**src/core/ictb_map.vh**
```
`ifndef ICTB_MAP_VH
`define ICTB_MAP_VH
// Register byte offsets
`define ICTB_CTRL_OFS      8'h00
`define ICTB_STAT_OFS      8'h04
`define ICTB_FIFO_OFS      8'h08
`define ICTB_TBLO_OFS      8'h0c
`define ICTB_TBHI_OFS      8'h10
`define ICTB_IRQ_STAT_OFS  8'h14
`define ICTB_IRQ_MASK_OFS  8'h18
// Control field positions
`define ICTB_EVSEL_LSB     0
`define ICTB_EVSEL_MSB     3
`define ICTB_CAPSEL_BIT    4
`define ICTB_WIDE_BIT      5
`define ICTB_CTRL_RST      6'h00
// Event-select codes
`define ICTB_MODE_EDGE     4'h0
`define ICTB_MODE_RISE     4'h1
`define ICTB_MODE_FALL     4'h2
`define ICTB_MODE_BOTH     4'h3
`define ICTB_MODE_RISE4    4'h4
`define ICTB_MODE_RISE16   4'h5
// Prescale terminal counts
`define ICTB_PS4_LAST      4'h3
`define ICTB_PS16_LAST     4'hf
// Interrupt bits
`define ICTB_IRQ_CAP_BIT   0
`define ICTB_IRQ_OVF_BIT   1
`define ICTB_IRQ_RST       2'h0
`endif

```
**src/core/ictb_fifo.v**
```verilog
`include "ictb_map.vh"
// Capture FIFO with an array of entries; a push while full is dropped unless a pop frees a slot in the same cycle
module ictb_fifo #(
	parameter WIDTH = 32,
	parameter DEPTH_LOG2 = 2
) (
	input  wire             ref_clk_in,   // System clock
	input  wire             rst_b_in,     // Sync reset, active low
	input  wire             clr_in,       // Flush all entries
	input  wire             push_in,      // Write one entry
	input  wire [WIDTH-1:0] push_data_in, // Entry value
	input  wire             pop_in,       // Remove head entry
	output reg  [WIDTH-1:0] head_out,     // Head entry value
	output wire             empty_out,    // No entries
	output wire             full_out,     // No free entry
	output wire [DEPTH_LOG2:0] count_out  // Entries held
);
	localparam DEPTH = 1 << DEPTH_LOG2;
	reg [WIDTH-1:0]      mem_r [0:DEPTH-1];
	reg [DEPTH_LOG2-1:0] wp_r;
	reg [DEPTH_LOG2-1:0] rp_r;
	reg [DEPTH_LOG2:0]   cnt_r;
	wire do_push;
	wire do_pop;

	assign empty_out = (cnt_r == {(DEPTH_LOG2+1){1'b0}});
	assign full_out  = cnt_r[DEPTH_LOG2];
	assign count_out = cnt_r;
	assign do_pop  = pop_in & ~empty_out;
	// Pop frees a slot in the same cycle, so push while full+pop is kept
	assign do_push = push_in & (~full_out | do_pop);

	// Pointer and count update
	always @(posedge ref_clk_in) begin
		if (!rst_b_in || clr_in) begin
			wp_r  <= {DEPTH_LOG2{1'b0}};
			rp_r  <= {DEPTH_LOG2{1'b0}};
			cnt_r <= {(DEPTH_LOG2+1){1'b0}};
		end else begin
			if (do_push)
				wp_r <= wp_r + 1'b1;
			if (do_pop)
				rp_r <= rp_r + 1'b1;
			if (do_push && !do_pop)
				cnt_r <= cnt_r + 1'b1;
			else if (do_pop && !do_push)
				cnt_r <= cnt_r - 1'b1;
		end
	end

	// Storage has no reset; only written slots are ever read
	always @(posedge ref_clk_in) begin
		if (do_push)
			mem_r[wp_r] <= push_data_in;
	end

	// Head read straight from the array, so a pop or a first push shows
	// the right entry on the next cycle; the caller masks it when empty
	always @* begin
		head_out = mem_r[rp_r];
	end
endmodule // ictb_fifo

```
**src/core/ictb_top.v**
```verilog
// The implementer's own choices: the placing of the registers and the AXI4-Lite register port.
`include "ictb_map.vh"
//Contract
// [RULE_01] Qualified event records the independent timebase
// [RULE_02] Dedicated synchronous up counter, 16/32 bits
// [RULE_03] Each capture pushes timebase into FIFO
// [RULE_04] Timebase readable, lagging by synchronization delay
// [RULE_05] Software sets capture select before use
// [RULE_06] Wide bit picks width; with select, mode
// [RULE_07] Select 0000 is edge-detect capture
// [RULE_08] Select 0001 captures every rising edge
// [RULE_09] Select 0010 captures every falling edge
// [RULE_10] Select 0011 captures both edges
// [RULE_11] Select 0100 captures every fourth rise
// [RULE_12] Select 0101 captures every sixteenth rise
// [RULE_13] Synchronise input, then detect edges
// [RULE_14] Prescaler clears on disable or select change
module ictb_top #(
	parameter FIFO_LOG2 = 2
) (
	input  wire        ref_clk_in,     // System clock 200 MHz
	input  wire        rst_b_in,       // Sync reset, active low
	input  wire        cap_pin_in,     // External capture pin
	input  wire        cap_trig_in,    // Internal trigger source
	input  wire [7:0]  s_axi_awaddr,   // Write address
	input  wire        s_axi_awvalid,  // Write address valid
	output wire        s_axi_awready,  // Write address ready
	input  wire [31:0] s_axi_wdata,    // Write data
	input  wire [3:0]  s_axi_wstrb,    // Write strobes
	input  wire        s_axi_wvalid,   // Write data valid
	output wire        s_axi_wready,   // Write data ready
	output wire [1:0]  s_axi_bresp,    // Write response
	output wire        s_axi_bvalid,   // Write response valid
	input  wire        s_axi_bready,   // Write response ready
	input  wire [7:0]  s_axi_araddr,   // Read address
	input  wire        s_axi_arvalid,  // Read address valid
	output wire        s_axi_arready,  // Read address ready
	output wire [31:0] s_axi_rdata,    // Read data
	output wire [1:0]  s_axi_rresp,    // Read response
	output wire        s_axi_rvalid,   // Read data valid
	input  wire        s_axi_rready,   // Read data ready
	output wire        irq_out         // Level interrupt
);
	// Control register fields
	reg  [5:0]  ctrl_r;
	wire [3:0]  capture_event_select =
		ctrl_r[`ICTB_EVSEL_MSB:`ICTB_EVSEL_LSB];
	wire        capture_function_select = ctrl_r[`ICTB_CAPSEL_BIT];
	wire        wide_timer_select = ctrl_r[`ICTB_WIDE_BIT];
	reg         src_sel_r;        // 0 pin, 1 internal trigger

	// Input synchroniser and edge detect
	reg         sync1_r;
	reg         sync2_r;
	reg         prev_r;
	wire        raw_src = src_sel_r ? cap_trig_in : cap_pin_in;
	wire        rise = sync2_r & ~prev_r;
	wire        fall = ~sync2_r & prev_r;

	// Timebase, prescaler, capture path
	reg  [31:0] tb_r;
	reg  [31:0] tb_view_r;
	reg  [3:0]  ps_r;
	reg  [3:0]  ps_nxt;
	reg  [3:0]  evsel_prev_r;
	reg         cap_evt;
	wire        fifo_empty;
	wire        fifo_full;
	wire [31:0] fifo_head;
	wire [FIFO_LOG2:0] fifo_cnt;
	reg         fifo_pop_r;
	reg  [1:0]  irq_stat_r;
	reg  [1:0]  irq_mask_r;
	wire [1:0]  irq_set;      // Per-bit event pulses
	genvar      gi;
	localparam [1:0] IRQ_RST = `ICTB_IRQ_RST;

	// Bus slave state
	reg         aw_hold_r;
	reg  [7:0]  aw_addr_r;
	reg         w_hold_r;
	reg  [31:0] w_data_r;
	reg  [3:0]  w_strb_r;
	reg         bvalid_r;
	reg  [1:0]  bresp_r;
	reg         rvalid_r;
	reg  [31:0] rdata_r;
	reg  [1:0]  rresp_r;
	wire        wr_go = aw_hold_r & w_hold_r & ~bvalid_r;
	wire        rd_go = s_axi_arvalid & ~rvalid_r;
	wire        pop_req = rd_go && (s_axi_araddr == `ICTB_FIFO_OFS);
	wire [1:0]  stat_clr = (wr_go && aw_addr_r == `ICTB_IRQ_STAT_OFS &&
		w_strb_r[0]) ? w_data_r[1:0] : 2'h0;

	// Two-flop synchroniser; only the second stage feeds the edge logic
	always @(posedge ref_clk_in) begin
		if (!rst_b_in) begin
			sync1_r <= 1'b0;
			sync2_r <= 1'b0;
			prev_r  <= 1'b0;
		end else begin
			sync1_r <= raw_src;     // see [RULE_13]
			sync2_r <= sync1_r;
			prev_r  <= sync2_r;
		end
	end

	// Free-running up counter while capture is on; upper half forced to zero in 16-bit
	always @(posedge ref_clk_in) begin
		if (!rst_b_in || !capture_function_select)
			tb_r <= 32'h0;
		else if (wide_timer_select)
			tb_r <= tb_r + 32'h1;               // see [RULE_02]
		else
			tb_r <= {16'h0, tb_r[15:0] + 16'h1}; // see [RULE_02]
	end

	// Read view lags the live count by one sync stage
	always @(posedge ref_clk_in) begin
		if (!rst_b_in)
			tb_view_r <= 32'h0;
		else
			tb_view_r <= tb_r; // see [RULE_04]
	end

	// Event qualification per mode; unlisted codes never capture
	always @* begin
		cap_evt = 1'b0;
		ps_nxt  = ps_r;
		case (capture_event_select) // see [RULE_06]
		`ICTB_MODE_EDGE:  cap_evt = rise | fall;  // see [RULE_07]
		`ICTB_MODE_RISE:  cap_evt = rise;         // see [RULE_08]
		`ICTB_MODE_FALL:  cap_evt = fall;         // see [RULE_09]
		`ICTB_MODE_BOTH:  cap_evt = rise | fall;  // see [RULE_10]
		`ICTB_MODE_RISE4: begin
			if (rise) begin
				cap_evt = (ps_r == `ICTB_PS4_LAST); // see [RULE_11]
				ps_nxt  = cap_evt ? 4'h0 : ps_r + 4'h1;
			end
		end
		`ICTB_MODE_RISE16: begin
			if (rise) begin
				cap_evt = (ps_r == `ICTB_PS16_LAST); // see [RULE_12]
				ps_nxt  = ps_r + 4'h1;
			end
		end
		default: cap_evt = 1'b0;
		endcase
		if (!capture_function_select)
			cap_evt = 1'b0; // see [RULE_05]
	end

	// Prescaler restarts on disable or mode change; a part count left from
	// an earlier select would make the first period short
	always @(posedge ref_clk_in) begin
		if (!rst_b_in) begin
			ps_r         <= 4'h0;
			evsel_prev_r <= 4'h0;
		end else begin
			evsel_prev_r <= capture_event_select;
			if (!capture_function_select ||
				evsel_prev_r != capture_event_select)
				ps_r <= 4'h0; // see [RULE_14]
			else
				ps_r <= ps_nxt;
		end
	end

	// Sampled timebase goes straight into the FIFO on the event cycle
	ictb_fifo #(
		.WIDTH      (32),
		.DEPTH_LOG2 (FIFO_LOG2)
	) u_fifo (
		.ref_clk_in   (ref_clk_in),
		.rst_b_in     (rst_b_in),
		.clr_in       (~capture_function_select),
		.push_in      (cap_evt),   // see [RULE_01] see [RULE_03]
		.push_data_in (tb_r),
		.pop_in       (fifo_pop_r),
		.head_out     (fifo_head),
		.empty_out    (fifo_empty),
		.full_out     (fifo_full),
		.count_out    (fifo_cnt)
	);

	// Event sources of the sticky bits: capture done, capture into a full
	// FIFO; a pop in the same cycle frees a slot, so that push is no loss
	assign irq_set[`ICTB_IRQ_CAP_BIT] = cap_evt;
	assign irq_set[`ICTB_IRQ_OVF_BIT] = cap_evt & fifo_full & ~fifo_pop_r;

	// One sticky bit per event; set wins over a write-one clear
	generate
		for (gi = 0; gi < 2; gi = gi + 1) begin : g_irq_bit
			always @(posedge ref_clk_in) begin
				if (!rst_b_in)
					irq_stat_r[gi] <= IRQ_RST[gi];
				else
					irq_stat_r[gi] <= irq_set[gi] |
						(irq_stat_r[gi] & ~stat_clr[gi]);
			end
		end
	endgenerate

	// Level output, high while any unmasked event bit is set
	assign irq_out = |(irq_stat_r & irq_mask_r);

	// Write channel capture; address and data may come in either order
	assign s_axi_awready = ~aw_hold_r;
	assign s_axi_wready  = ~w_hold_r;
	assign s_axi_bvalid  = bvalid_r;
	assign s_axi_bresp   = bresp_r;
	always @(posedge ref_clk_in) begin
		if (!rst_b_in) begin
			aw_hold_r  <= 1'b0;
			aw_addr_r  <= 8'h00;
			w_hold_r   <= 1'b0;
			w_data_r   <= 32'h0;
			w_strb_r   <= 4'h0;
			bvalid_r   <= 1'b0;
			bresp_r    <= 2'h0;
			ctrl_r     <= `ICTB_CTRL_RST;
			src_sel_r  <= 1'b0;
			irq_mask_r <= `ICTB_IRQ_RST;
		end else begin
			if (s_axi_awvalid && !aw_hold_r) begin
				aw_hold_r <= 1'b1;
				aw_addr_r <= s_axi_awaddr;
			end
			if (s_axi_wvalid && !w_hold_r) begin
				w_hold_r <= 1'b1;
				w_data_r <= s_axi_wdata;
				w_strb_r <= s_axi_wstrb;
			end
			if (bvalid_r && s_axi_bready)
				bvalid_r <= 1'b0;
			if (wr_go) begin
				aw_hold_r <= 1'b0;
				w_hold_r  <= 1'b0;
				bvalid_r  <= 1'b1;
				bresp_r   <= 2'h0;
				if (aw_addr_r == `ICTB_CTRL_OFS) begin
					if (w_strb_r[0])
						ctrl_r <= w_data_r[5:0];
					if (w_strb_r[1])
						src_sel_r <= w_data_r[8];
				end else if (aw_addr_r == `ICTB_IRQ_MASK_OFS) begin
					if (w_strb_r[0])
						irq_mask_r <= w_data_r[1:0];
				end else if (aw_addr_r == `ICTB_IRQ_STAT_OFS) begin
					bresp_r <= 2'h0;
				end else if (aw_addr_r == `ICTB_STAT_OFS ||
					aw_addr_r == `ICTB_FIFO_OFS ||
					aw_addr_r == `ICTB_TBLO_OFS ||
					aw_addr_r == `ICTB_TBHI_OFS) begin
					bresp_r <= 2'h0;
				end else
					bresp_r <= 2'h2;
			end
		end
	end

	// Read channel; a FIFO read pops the head one cycle later. No second
	// read is taken before the pop lands: arready stays low while rvalid
	// is up, so the next read already sees the new head
	assign s_axi_arready = ~rvalid_r;
	assign s_axi_rvalid  = rvalid_r;
	assign s_axi_rdata   = rdata_r;
	assign s_axi_rresp   = rresp_r;
	always @(posedge ref_clk_in) begin
		if (!rst_b_in) begin
			rvalid_r   <= 1'b0;
			rdata_r    <= 32'h0;
			rresp_r    <= 2'h0;
			fifo_pop_r <= 1'b0;
		end else begin
			fifo_pop_r <= pop_req & ~fifo_empty;
			if (rvalid_r && s_axi_rready)
				rvalid_r <= 1'b0;
			if (rd_go) begin
				rvalid_r <= 1'b1;
				rresp_r  <= 2'h0;
				if (s_axi_araddr == `ICTB_CTRL_OFS)
					rdata_r <= {23'h0, src_sel_r, 2'h0, ctrl_r};
				else if (s_axi_araddr == `ICTB_STAT_OFS)
					rdata_r <= {24'h0, {(5-FIFO_LOG2){1'b0}}, fifo_cnt,
						fifo_full, ~fifo_empty};
				else if (s_axi_araddr == `ICTB_FIFO_OFS)
					rdata_r <= fifo_empty ? 32'h0 : fifo_head;
				else if (s_axi_araddr == `ICTB_TBLO_OFS)
					rdata_r <= {16'h0, tb_view_r[15:0]}; // see [RULE_04]
				else if (s_axi_araddr == `ICTB_TBHI_OFS)
					rdata_r <= {16'h0, tb_view_r[31:16]};
				else if (s_axi_araddr == `ICTB_IRQ_STAT_OFS)
					rdata_r <= {30'h0, irq_stat_r};
				else if (s_axi_araddr == `ICTB_IRQ_MASK_OFS)
					rdata_r <= {30'h0, irq_mask_r};
				else begin
					rdata_r <= 32'h0;
					rresp_r <= 2'h2;
				end
			end
		end
	end
endmodule // ictb_top

```
**config.mk**
```make
export PLATFORM = sky130hd
export DESIGN_NAME = ictb_top
export DESIGN_NICKNAME = d
export VERILOG_FILES = /design/src/core/ictb_fifo.v /design/src/core/ictb_top.v
export VERILOG_INCLUDE_DIRS = /design/src /design/src/core
export SDC_FILE = /design/constraint.sdc
export NUM_CORES = 1
export LEC_CHECK = 0
export BUFFER_PORTS_ARGS = -buffer_cell sky130_fd_sc_hd__buf_4
export CORE_MARGIN = 4
export CORE_UTILIZATION = 55
export CTS_CLUSTER_SIZE = 16
export DETAILED_ROUTE_END_ITERATION = 8
export PLACE_DENSITY = 0.71
export SETUP_SLACK_MARGIN = 0.2
export SLEW_MARGIN = 0
export SYNTH_ARGS = -nofsm -noshare
export SYNTH_HDL_FRONTEND = slang
export SYNTH_SLANG_ARGS = --single-unit
```
**constraint.sdc**
```tcl
create_clock -name ref_clk_in -period 3.7 [get_ports ref_clk_in]
set_input_delay 0.185 -clock ref_clk_in [delete_from_list [all_inputs] [get_ports ref_clk_in]]
set_output_delay 0.185 -clock ref_clk_in [all_outputs]
set_load 0.03 [all_outputs]
```
==> results of run 1 <==
## metal layers
| metal | vias up | routed length [µm] |
|---|---|---|
| met4 | 0 | 487 |
| met1 | 3376 | 10200 |
| met2 | 206 | 11100 |
| li1 | 3348 | - |
| met3 | 43 | 1480 |
| met5 | - | 0 |
## worst reg2reg max path, cell delays in order, from the launching register on
cell and delay [ns]:
dfxtp_1 0.31, inv_1 0.05, ha_1 0.17, or4bb_1 0.57, a211oi_1 0.30, o31ai_1 0.18, nor2_1 0.14, ha_1 0.19
inv_1 0.06, fa_1 0.37, xor2_1 0.15, or3_1 0.30, a21oi_1 0.14
## registers in the layout, summed over array words and instances, names as in the netlist, 2 cells and up, named ones only
register          flops
u_fifo.count_out      3
w_strb_r              2
tb_view_r            32
irq_stat_r            2
w_data_r              7
aw_addr_r             8
irq_mask_r            2
evsel_prev_r          4
ps_r                  4
u_fifo.rp_r           2
u_fifo.wp_r           2
tb_r                 32
s_axi_rdata          32
u_fifo.mem_r        128
ctrl_r                6
## cell families after synthesis
family / Yosys count / synth area share, %
AOI/OAI and AO/OA: 133 / 7.82
xor gates and xnor gates: 34 / 2.76
adders and majority gates: 10 / 1.23
buffers and inverters: 62 / 2.31
DFF: 279 / 63.7
muxes: 54 / 8.75
other: 1 / 0.0348
and+or+nand+nor: 293 / 13.3
## cells in the mapped netlist (all sizes together), types with 11 or more instances
master	number	area share, %
inv	21	0.73
edfxtp	128	36
o21ai	18	0.84
buf	12	0.57
a22oi	17	1.2
xnor2	16	1.3
and2	33	1.9
xor2	18	1.5
a21oi	55	2.6
nand3	20	0.93
mux2i	21	2.0
nor3	14	0.65
dfxtp	151	28
clkbuf	29	1.0
nand2	63	2.2
and3	11	0.64
mux4	32	6.7
nor2	101	3.5
## layout make-up
class	instances	area, µm²
sequential	279	6870
tap	260	325
inverter	21	78.8
multi-input combinational	526	3670
clock inverter	13	95.1
clock buffer	39	887
fill	1397	6140
timing repair buffer	111	888
## power by group
part           internal (W)  total, W  leakage, nW  switching, W
Combinational     0.0000852  0.000206         1.62      0.000120
Sequential          0.00322   0.00324         2.55     0.0000193
Clock               0.00174   0.00289        0.493       0.00115
## worst max-delay path by stage
stage,endpoint,start,depth (start not counted),slack (ns)
finish,u_fifo.count_out[2],prev_r,12,0.69
global route,u_fifo.count_out[2],prev_r,12,0.55
CTS,u_fifo.count_out[2],prev_r,12,0.70
detailed placement,u_fifo.count_out[2],prev_r,12,0.73
global placement,u_fifo.count_out[2],prev_r,12,0.79
floorplan,u_fifo.mem_r[0][0],prev_r,6,0.95
## cell usage in the layout, fill, tap and decap left out, types with 4 or more instances in the layout
cell type,count
nand4_1,9
ha_1,9
mux4_2,32
xor2_1,18
o21ai_0,18
a22oi_1,17
a221oi_1,4
and2_1,33
a31oi_1,7
a21oi_1,55
clkbuf_8,6
clkbuf_16,32
nor4_1,4
edfxtp_1,128
a22o_1,5
o31ai_1,6
nand3_1,20
clkinv_1,4
buf_4,89
xnor2_1,16
or3_1,4
mux2i_1,21
nand2_1,63
and3_1,11
and4_1,4
nand2b_1,5
dfxtp_1,150
dlygate4sd3_1,22
inv_1,20
nor2b_1,9
nor3_1,13
clkinv_2,6
nor2_1,101
## metrics by stage
stage	power [W]	util (%)
6_report	0.00633	67.6
5_1_grt	0.00654	67.6
4_1_cts	0.00638	67.6
3_5_place_dp	0.00349	61.3
3_3_place_gp	0.00349	61.3
2_1_floorplan	0.00341	-
## what timing repair did
action                     CTS  global route
hold endpoints to repair    21             0
setup endpoints to repair    0             0
hold buffers                22             0
==> results by group, run 1 <==
Finish
  • Nets: a little over 1,000
  • # diodes: 0
  • Post-route cell area: about 13,000 µm²
  • Area growth from synthesis to layout: 19.0%
  • Post-Layout Cell Count: 1,249
  • Layout cells sized above 1: between 10% and 20%

Setup path
  • FF-to-FF setup slack: about 0.7 ns
  • CP arrival: 3.47 ns
  • CP Data Required Time: 4.16 ns
  • Slowest CP cell: or4bb_1
  • Worst r2r src: prev_r
  • WS Path Type: flip-flop to flip-flop
  • CP peak stage delay: roughly 0.57 ns
  • CP bufs+invs: 2
  • Delay-heaviest family, CP: simple AND/OR/NAND/NOR gates
  • CP startpoint kind: flip-flop
  • Critical path peak fanout: 4
  • Critical R2R Capture: u_fifo.count_out[2]
  • Worst Setup End Kind: flip-flop
  • Reg2Reg Depth: 12
  • Critical-path cell list: inv_1 -> ha_1 -> or4bb_1 -> a211oi_1 -> o31ai_1 -> nor2_1 -> ha_1 -> inv_1 -> fa_1 -> xor2_1 -> or3_1 -> a21oi_1

STA
  • Final Hold Fails: 0
  • Unrepaired setup endpoints after global routing: false
  • Clk_skew: 0.0184 ns
  • Final setup margin: 0.691 ns
  • Fmax: ~330 MHz
  • Final Critical Period: 3.01 ns
  • Least-Margin Pin Slew: 0.963 ns
  • Hold WS: 0.0114 ns
  • Slew Viols, Final: 0
  • Period utilisation layout: 81.3%
  • Final setup fails: 0
  • Setup TNS: 0 ns
  • Max_slew headroom: 35.6%

CTS
  • H-tree depth: 1
  • CTS tree: yes
  • CTS max path bufs: 3
  • Post-cts resize count: 0
  • Worst skew pair latency: 0.53 ns
  • Post-CTS setup buffer count: 0
  • CTS sink cnt: 279
  • Num CTS Buffers: 28
  • Worst-path clk slew: 0.06 ns
  • CTS Root Cell: clkbuf_16

Synth
  • Yosys warns: 0
  • Asr flop ratio synth: 0%
  • Number of synthesized flops with an enable pin: 128
  • Library cells used by synthesis: 57
  • FF+latch count, synth: 279
  • Post-Syn Instances: 866
  • Synth Flop Type: dfxtp_1
  • Average size of a mapped cell: 12.4 µm²
  • Sequential share of the synthesized area: 63.7%
  • Post-Syn Area: 10,800 µm²

GRT
  • GR Layer Usage met1: a little under a third
  • Total GRT Usage: 21.4%
  • Initial antenna violation count: 0
  • GRT busiest layer: met2
  • Vias in the first global route: 6,770
  • First-pass GRT wire length: 37.1 mm
  • Largest net degree at the start of global routing: between 40 and 50
  • GR met3 Demand/Resource: ~3.3%
  • Met2 GRT Util: between 30% and 40%
  • Gr ovfl total: 0

Drt
  • First-pass DRT Iterations: 5
  • DR vias: 6,973
  • WL per Instance: 18.7 µm
  • Total length of routed wires: 23.3 mm
  • Number of DRC markers in iteration 0: ~650
  • Drt drc: 0
  • Antenna-violating nets left: 0
  • Vias/cell: 5.58

Floorplan
  • DIE AREA: 21,900 µm²
  • Site Rows: 50
  • Core Region: 19,000 µm²
  • Die W: between 100 and 150 µm
  • Initial Util: between 50% and 60%
  • Top-level port count: 103
  • Die Y: 148 µm

Placed design
  • Placed inst area: around 12,000 µm²
  • Port bufs: 73
  • Final GP Congestion: 0.900
  • Inst Count DP: approximately 1,200
  • Final HPWL DP: 14.7 mm
  • Dpl ws: 0.726 ns

Power and ir drop
  • Leak: between 4 and 5 nW
  • Power per standard cell area: about 500 nW/µm²
  • Worst vdd ir: 0.376 mV

Min path
  • Hold Crit Start: cap_pin_in
  • Hold path depth: 3
  • Worst Hold Path EP: sync1_r
  • Worst min path class: input pin to flip-flop

Run
  • Max_cap viols: 0

Run status
  • Run status: completed
Power figures use the tool's default switching activity.
==> run 2: changes to the inputs <==
CORE_UTILIZATION = 53   (was 55)
clock period = 2.6 ns   (was 3.7 ns; I/O delays follow)
==> results by group, run 2 (synthesis results as in run 1) <==
Run status
  • Violated checks: setup timing
  • Run status: finished with violations

Power and ir drop
  • Internal power: 0.00724 W (+43%)
  • Clock power share: 45.7% (about the same)
  • Power per standard cell area: 675 nW/µm² (+36%)
  • Worst vdd ir: 0.659 mV (+76%)
  • Leak: 4.89 nW (+4.8%)
  • Combinational group share of total power: 3.4% (+0.2 points)
  • Switching part of the total: 20.1% (-0.25 points)
  • Psw: 0.00182 W (+41%)
  • Register share of total power: 50.9% (-0.2 points)

Placed design
  • Port bufs: 73 (unchanged)
  • Final GP Congestion: 0.854 (-5.1%)
  • Dpl ws: -0.156 ns (-0.882 ns)
  • Placed inst area: 11,800 µm² (+1.8%)
  • Inst Count DP: 1,196 (+1.8%)
  • Final HPWL DP: 15.0 mm (+2.4%)

GRT
  • Vias in the first global route: 7,271 (+7.4%)
  • Total GRT Usage: 22.0% (+0.57 points)
  • Gr ovfl total: 0 (unchanged)
  • Initial antenna violation count: 1 (+1)
  • First-pass GRT wire length: 38.9 mm (+4.7%)
  • Largest net degree at the start of global routing: 55 (+12%)

Setup path
  • CP peak stage delay: 0.48 ns (-0.09 ns)
  • CP startpoint kind: flip-flop
  • CP arrival: 3.19 ns (-0.28 ns)
  • Critical path peak fanout: 2 (-2)
  • WS Path Type: flip-flop to flip-flop
  • CP most frequent cell: inv_2
  • CP bufs+invs: 2 (unchanged)
  • CP Data Required Time: 3.06 ns (-1.10 ns)
  • Critical-path cell list: inv_2 -> ha_4 -> or4bb_4 -> a211oi_4 -> o31ai_2 -> nor2_1 -> ha_2 -> inv_2 -> fa_2 -> xor2_1 -> or3_1 -> a21oi_2
  • Slowest CP cell: or4bb_4
  • Worst Setup End Kind: flip-flop
  • Delay-heaviest family, CP: simple AND/OR/NAND/NOR gates

CTS
  • H-tree depth: 1 (unchanged)
  • Worst-path clk slew: 0.06 ns (about the same)
  • Num CTS Buffers: 28 (unchanged)
  • CTS Root Cell: clkbuf_16
  • CTS tree: yes
  • CTS sink cnt: 279 (unchanged)
  • Worst skew pair latency: 0.53 ns (about the same)
  • CTS max path bufs: 3 (unchanged)

Floorplan
  • Initial Util: 54.6% (-2.2 points)
  • Core Region: 19,700 µm² (+4.0%)
  • DIE AREA: 22,700 µm² (+3.6%)
  • Die Y: 151 µm (+1.8%)
  • Die W: 151 µm (+1.8%)
  • Site Rows: 51 (+2.0%)
  • Top-level port count: 103 (unchanged)

Finish
  • Number of flip-flops in the largest register: 128 (unchanged)
  • Area growth from synthesis to layout: 24.6%
  • Post-route cell area: 13,400 µm² (+4.8%)
  • Number of fill cells: 1,376 (-1.5%)
  • # diodes: 0 (unchanged)
  • Layout cells sized above 1: 22.8% (+4.2 points)
  • Biggest register: u_fifo.mem_r
  • Utilization after layout: 68.1% (+0.50 points)
  • Nets: 1,074 (+3.5%)
  • Commonest non-fill, non-tap cells in the layout: dfxtp_1 (148), edfxtp_1 (128), buf_4 (107)
  • Commonest non-fill, non-tap cell in the layout: dfxtp_1
  • Post-Layout Cell Count: 1,290 (+3.3%)

Drt
  • WL per Instance: 20.5 µm (+9.7%)
  • Number of DRC markers in iteration 0: 679 (+4.8%)
  • First-pass DRT Iterations: 5 (unchanged)
  • Drt drc: 0 (unchanged)
  • DR vias: 7,376 (+5.8%)
  • Vias/cell: 5.72 (+2.4%)
  • Antenna-violating nets left: 0 (unchanged)
  • Total length of routed wires: 26.4 mm (+13%)

Min path
  • Worst min path class: input pin to flip-flop

STA
  • Clk_skew: 0.0135 ns (-0.00493 ns)
  • Unrepaired setup endpoints after global routing: true
  • Slew Viols, Final: 0 (unchanged)
  • Final Hold Fails: 0 (unchanged)
  • Final Critical Period: 2.74 ns (-0.273 ns)
  • Fmax: 365 MHz (+10%)
  • Setup TNS: -0.137 ns (-0.137 ns)
  • Period utilisation layout: 105% (+24 points)
  • Final setup margin: -0.137 ns (-0.827 ns)
  • Max_slew headroom: 37.4% (+1.8 points)
  • Least-Margin Pin Slew: 0.937 ns (-0.0259 ns)
  • Final setup fails: 1 (+1)

Run
  • Max_cap viols: 0 (unchanged)
## run 2: final timing paths
kind                         from                   to  slack (ns)  depth (start not counted)
hold / removal    s_axi_araddr[6]           fifo_pop_r        0.05                          4
setup reg to reg           prev_r  u_fifo.count_out[2]       -0.14                         12
hold reg to reg           sync1_r              sync2_r        0.46                          1
setup / recovery           prev_r  u_fifo.count_out[2]       -0.14                         12
## run 2: worst reg2reg max path, delay by kind of cell (launching register included)
| family | cells | cell delay (ns) |
|---|---|---|
| XOR/XNOR | 1 | 0.16 |
| AND/OR/NAND/NOR | 3 | 0.95 |
| flip-flops | 1 | 0.33 |
| adder cells (fa/ha/maj) | 3 | 0.66 |
| AO/OA/AOI/OAI | 3 | 0.48 |
| buffers and inverters | 2 | 0.10 |
## run 2: layout make-up
cell class | count | area (µm²) | share of cell area, %
Multi-Input combinational cell | 526 | 3770 | 28.1
Tap cell | 265 | 332 | 2.47
Clock buffer | 39 | 836 | 6.22
Inverter | 21 | 78.8 | 0.587
Timing Repair Buffer | 147 | 1400 | 10.4
Sequential cell | 279 | 6870 | 51.2
Clock inverter | 13 | 136 | 1.02
## run 2: timing repair
item,4_1_cts,5_1_grt
endpoints found under the setup margin,2,131
buffers inserted,2,4
endpoints found under the hold margin,22,0
gates resized for setup,9,15
pin swaps,2,3
hold buffers,24,0
cloned,0,12
## run 2: power groups by stage
stage               logic, W  clock network (W)  registers (W)
floorplan           0.000138                  0        0.00472
global placement    0.000265                  0        0.00470
detailed placement  0.000268                  0        0.00470
CTS                 0.000302            0.00421        0.00461
global route        0.000332            0.00440        0.00461
finish              0.000306            0.00414        0.00461
## run 2: per-layer routing
metal / up-vias / wire length (µm) / track usage, %
li1: 3418 / - / -
met1: 3637 / 11300 / 29.4
met2: 256 / 12800 / 37.3
met3: 63 / 1560 / 3.52
met4: 2 / 750 / 6.31
met5: - / 8 / 0
## run 2: per-stage QoR
stage / hold WS [ns] / total power, W
6_report: 0.0481 / 0.00906
5_1_grt: 0.0572 / 0.00934
4_1_cts: 0.0184 / 0.00912
3_5_place_dp: 0.325 / 0.00497
3_3_place_gp: 0.317 / 0.00497
2_1_floorplan: 0.230 / 0.00485
==> run 3: changes to the inputs <==
CORE_UTILIZATION = 55   (was 53)
clock period = 3.49 ns   (was 2.6 ns; I/O delays follow)
==> results by group, run 3 (synthesis results as in run 1) <==
CTS
  • CTS sink cnt: 279 (unchanged)
  • Post-cts resize count: 0 (-9)
  • H-tree depth: 1 (unchanged)
  • CTS Root Cell: clkbuf_16
  • Num CTS Buffers: 28 (unchanged)
  • CTS tree: yes
  • CTS max path bufs: 3 (unchanged)
  • Worst skew pair latency: 0.54 ns (about the same)
  • Worst-path clk slew: 0.06 ns (about the same)

Run status
  • Run status: completed

STA
  • Final Hold Fails: 0 (unchanged)
  • Unrepaired setup endpoints after global routing: false
  • Clk_skew: 0.0193 ns (+0.00580 ns)
  • Fmax: 332 MHz (-9.2%)
  • Final Critical Period: 3.01 ns (+0.276 ns)
  • Least-Margin Pin Slew: 0.929 ns (-0.00808 ns)
  • Final setup fails: 0 (-1)
  • Slew Viols, Final: 0 (unchanged)
  • Setup TNS: 0 ns (+0.137 ns)
  • Max_slew headroom: 37.9% (+0.52 points)
  • Period utilisation layout: 86.3% (-19 points)
  • Final setup margin: 0.477 ns (+0.614 ns)

Floorplan
  • Site Rows: 50 (-2.0%)
  • Die Y: 148 µm (-1.7%)
  • Initial Util: 56.8% (+2.2 points)
  • Core Region: 19,000 µm² (-3.9%)
  • DIE AREA: 21,900 µm² (-3.4%)
  • Top-level port count: 103 (unchanged)
  • Die W: 148 µm (-1.7%)

Finish
  • Utilization after layout: 67.1% (-1.0 points)
  • Commonest non-fill, non-tap cell in the layout: dfxtp_1
  • Number of flip-flops in the largest register: 128 (unchanged)
  • Biggest register: u_fifo.mem_r
  • Commonest non-fill, non-tap cells in the layout: dfxtp_1 (150), edfxtp_1 (128), nor2_1 (101)
  • Nets: 1,038 (-3.4%)
  • Number of fill cells: 1,384 (+0.58%)
  • # diodes: 0 (unchanged)
  • Layout cells sized above 1: 17.8% (-5.0 points)
  • Area growth from synthesis to layout: 18.0%

Power and ir drop
  • Register share of total power: 53.1% (+2.2 points)
  • Worst vdd ir: 0.437 mV (-34%)
  • Switching part of the total: 20.5% (+0.46 points)
  • Leak: 4.61 nW (-5.8%)
  • Clock power share: 43.6% (-2.1 points)
  • Power per standard cell area: 509 nW/µm² (-25%)
  • Combinational group share of total power: 3.3% (about the same)
  • Psw: 0.00133 W (-27%)
  • Internal power: 0.00514 W (-29%)

Placed design
  • Dpl ws: 0.481 ns (+0.637 ns)
  • Port bufs: 73 (unchanged)
  • Final HPWL DP: 14.3 mm (-5.0%)
  • Final GP Congestion: 0.929 (+8.8%)

GRT
  • Initial antenna violation count: 0 (-1)
  • Vias in the first global route: 6,733 (-7.4%)
  • Largest net degree at the start of global routing: 49 (-11%)
  • Gr ovfl total: 0 (unchanged)
  • Total GRT Usage: 20.9% (-1.1 points)
  • First-pass GRT wire length: 36.3 mm (-6.7%)

Setup path
  • Delay-heaviest family, CP: simple AND/OR/NAND/NOR gates
  • CP Data Required Time: 3.96 ns (+0.90 ns)
  • Slowest CP cell: or4bb_1
  • Critical R2R Capture: u_fifo.count_out[2]
  • FF-to-FF setup slack: 0.48 ns (+0.61 ns)
  • CP startpoint kind: flip-flop
  • CP peak stage delay: 0.56 ns (+0.08 ns)
  • CP arrival: 3.48 ns (+0.29 ns)
  • Worst r2r src: prev_r
  • Critical path peak fanout: 4 (+2)
  • CP bufs+invs: 2 (unchanged)
  • Critical-path cell list: inv_1 -> ha_1 -> or4bb_1 -> a211oi_1 -> o31ai_1 -> nor2_1 -> ha_1 -> inv_1 -> fa_1 -> xor2_1 -> or3_1 -> a21oi_1
  • WS Path Type: flip-flop to flip-flop
  • Reg2Reg Depth: 12 (unchanged)
  • Worst Setup End Kind: flip-flop

Min path
  • Worst min path class: input pin to flip-flop
  • Worst Hold Path EP: fifo_pop_r
  • Hold Crit Start: s_axi_araddr[6]
  • Hold path depth: 4 (unchanged)

Drt
  • Drt drc: 0 (unchanged)
  • Number of DRC markers in iteration 0: 631 (-7.1%)
  • DR vias: 6,952 (-5.7%)
  • Vias/cell: 5.57 (-2.7%)
  • WL per Instance: 18.4 µm (-10%)
  • Total length of routed wires: 23.0 mm (-13%)
  • Antenna-violating nets left: 0 (unchanged)
  • First-pass DRT Iterations: 5 (unchanged)

Run
  • Max_cap viols: 0 (unchanged)
-- run 3: cell count changes in the layout (fill, tap and decap cells not counted), sizes merged --
cell / previous run / this run
clkinvlp: 1 / 0
clkinv: 9 / 10
buf: 115 / 87
clkbuf: 47 / 41
bufinv: 3 / 1
-- run 3: worst reg2reg max path, delay by kind of cell, from the launching register on --
family / cells / cell delay [ns]
XOR/XNOR: 1 / 0.16
adder cells (fa/ha/maj): 3 / 0.72
AND/OR/NAND/NOR: 3 / 1.02
AO/OA/AOI/OAI: 3 / 0.64
flip-flops: 1 / 0.31
buffers and inverters: 2 / 0.11
-- run 3: routing by layer --
layer	track usage [%]	part of all wire [%]	up-vias
met3	3.37	5.8	50
met4	5.73	2.4	0
met5	0	0	-
met2	33.5	47	199
met1	30.0	45	3349
li1	-	-	3354
-- run 3: worst max-delay path by stage --
stage	from	slack [ns]	to	cells past startpoint
2_1_floorplan	prev_r	0.74	u_fifo.mem_r[0][0]	6
3_3_place_gp	prev_r	0.58	u_fifo.count_out[2]	12
3_5_place_dp	prev_r	0.48	u_fifo.count_out[2]	12
4_1_cts	prev_r	0.48	u_fifo.count_out[2]	12
5_1_grt	prev_r	0.22	u_fifo.count_out[2]	12
6_report	prev_r	0.48	u_fifo.count_out[2]	12
-- run 3: timing repair --
item	in CTS	in global routing
buffers inserted	0	0
hold buffers	24	0
endpoints found under the hold margin	22	0
-- run 3: power groups by stage --
stage                     Clock, W  Combinational [W]  Sequential [W]
final                      0.00282           0.000216         0.00343
after global routing       0.00304           0.000234         0.00343
after CTS                  0.00288           0.000215         0.00343
after detailed placement         0           0.000193         0.00350
after global placement           0           0.000191         0.00350
after floorplan                  0           0.000102         0.00351
-- run 3: cell type report --
cell class / instances / area, µm² / area share (%)
Clock buffer: 41 / 790 / 6.21
Clock inverter: 11 / 88.8 / 0.699
Multi-Input combinational cell: 526 / 3670 / 28.9
Timing Repair Buffer: 111 / 893 / 7.03
Sequential cell: 279 / 6870 / 54.0
Inverter: 21 / 78.8 / 0.620
Tap cell: 260 / 325 / 2.56
-- run 3: per-stage QoR --
stage / instance area, µm² / power [W] / hold slack (ns) / cells
floorplan: 10800 / 0.00362 / 0.275 / 867
global placement: 11600 / 0.00370 / 0.361 / 1173
detailed placement: 11600 / 0.00370 / 0.366 / 1173
CTS: 12700 / 0.00653 / 0.0283 / 1249
global route: 12700 / 0.00670 / 0.0744 / 1249
finish: 12700 / 0.00647 / 0.0611 / 1249
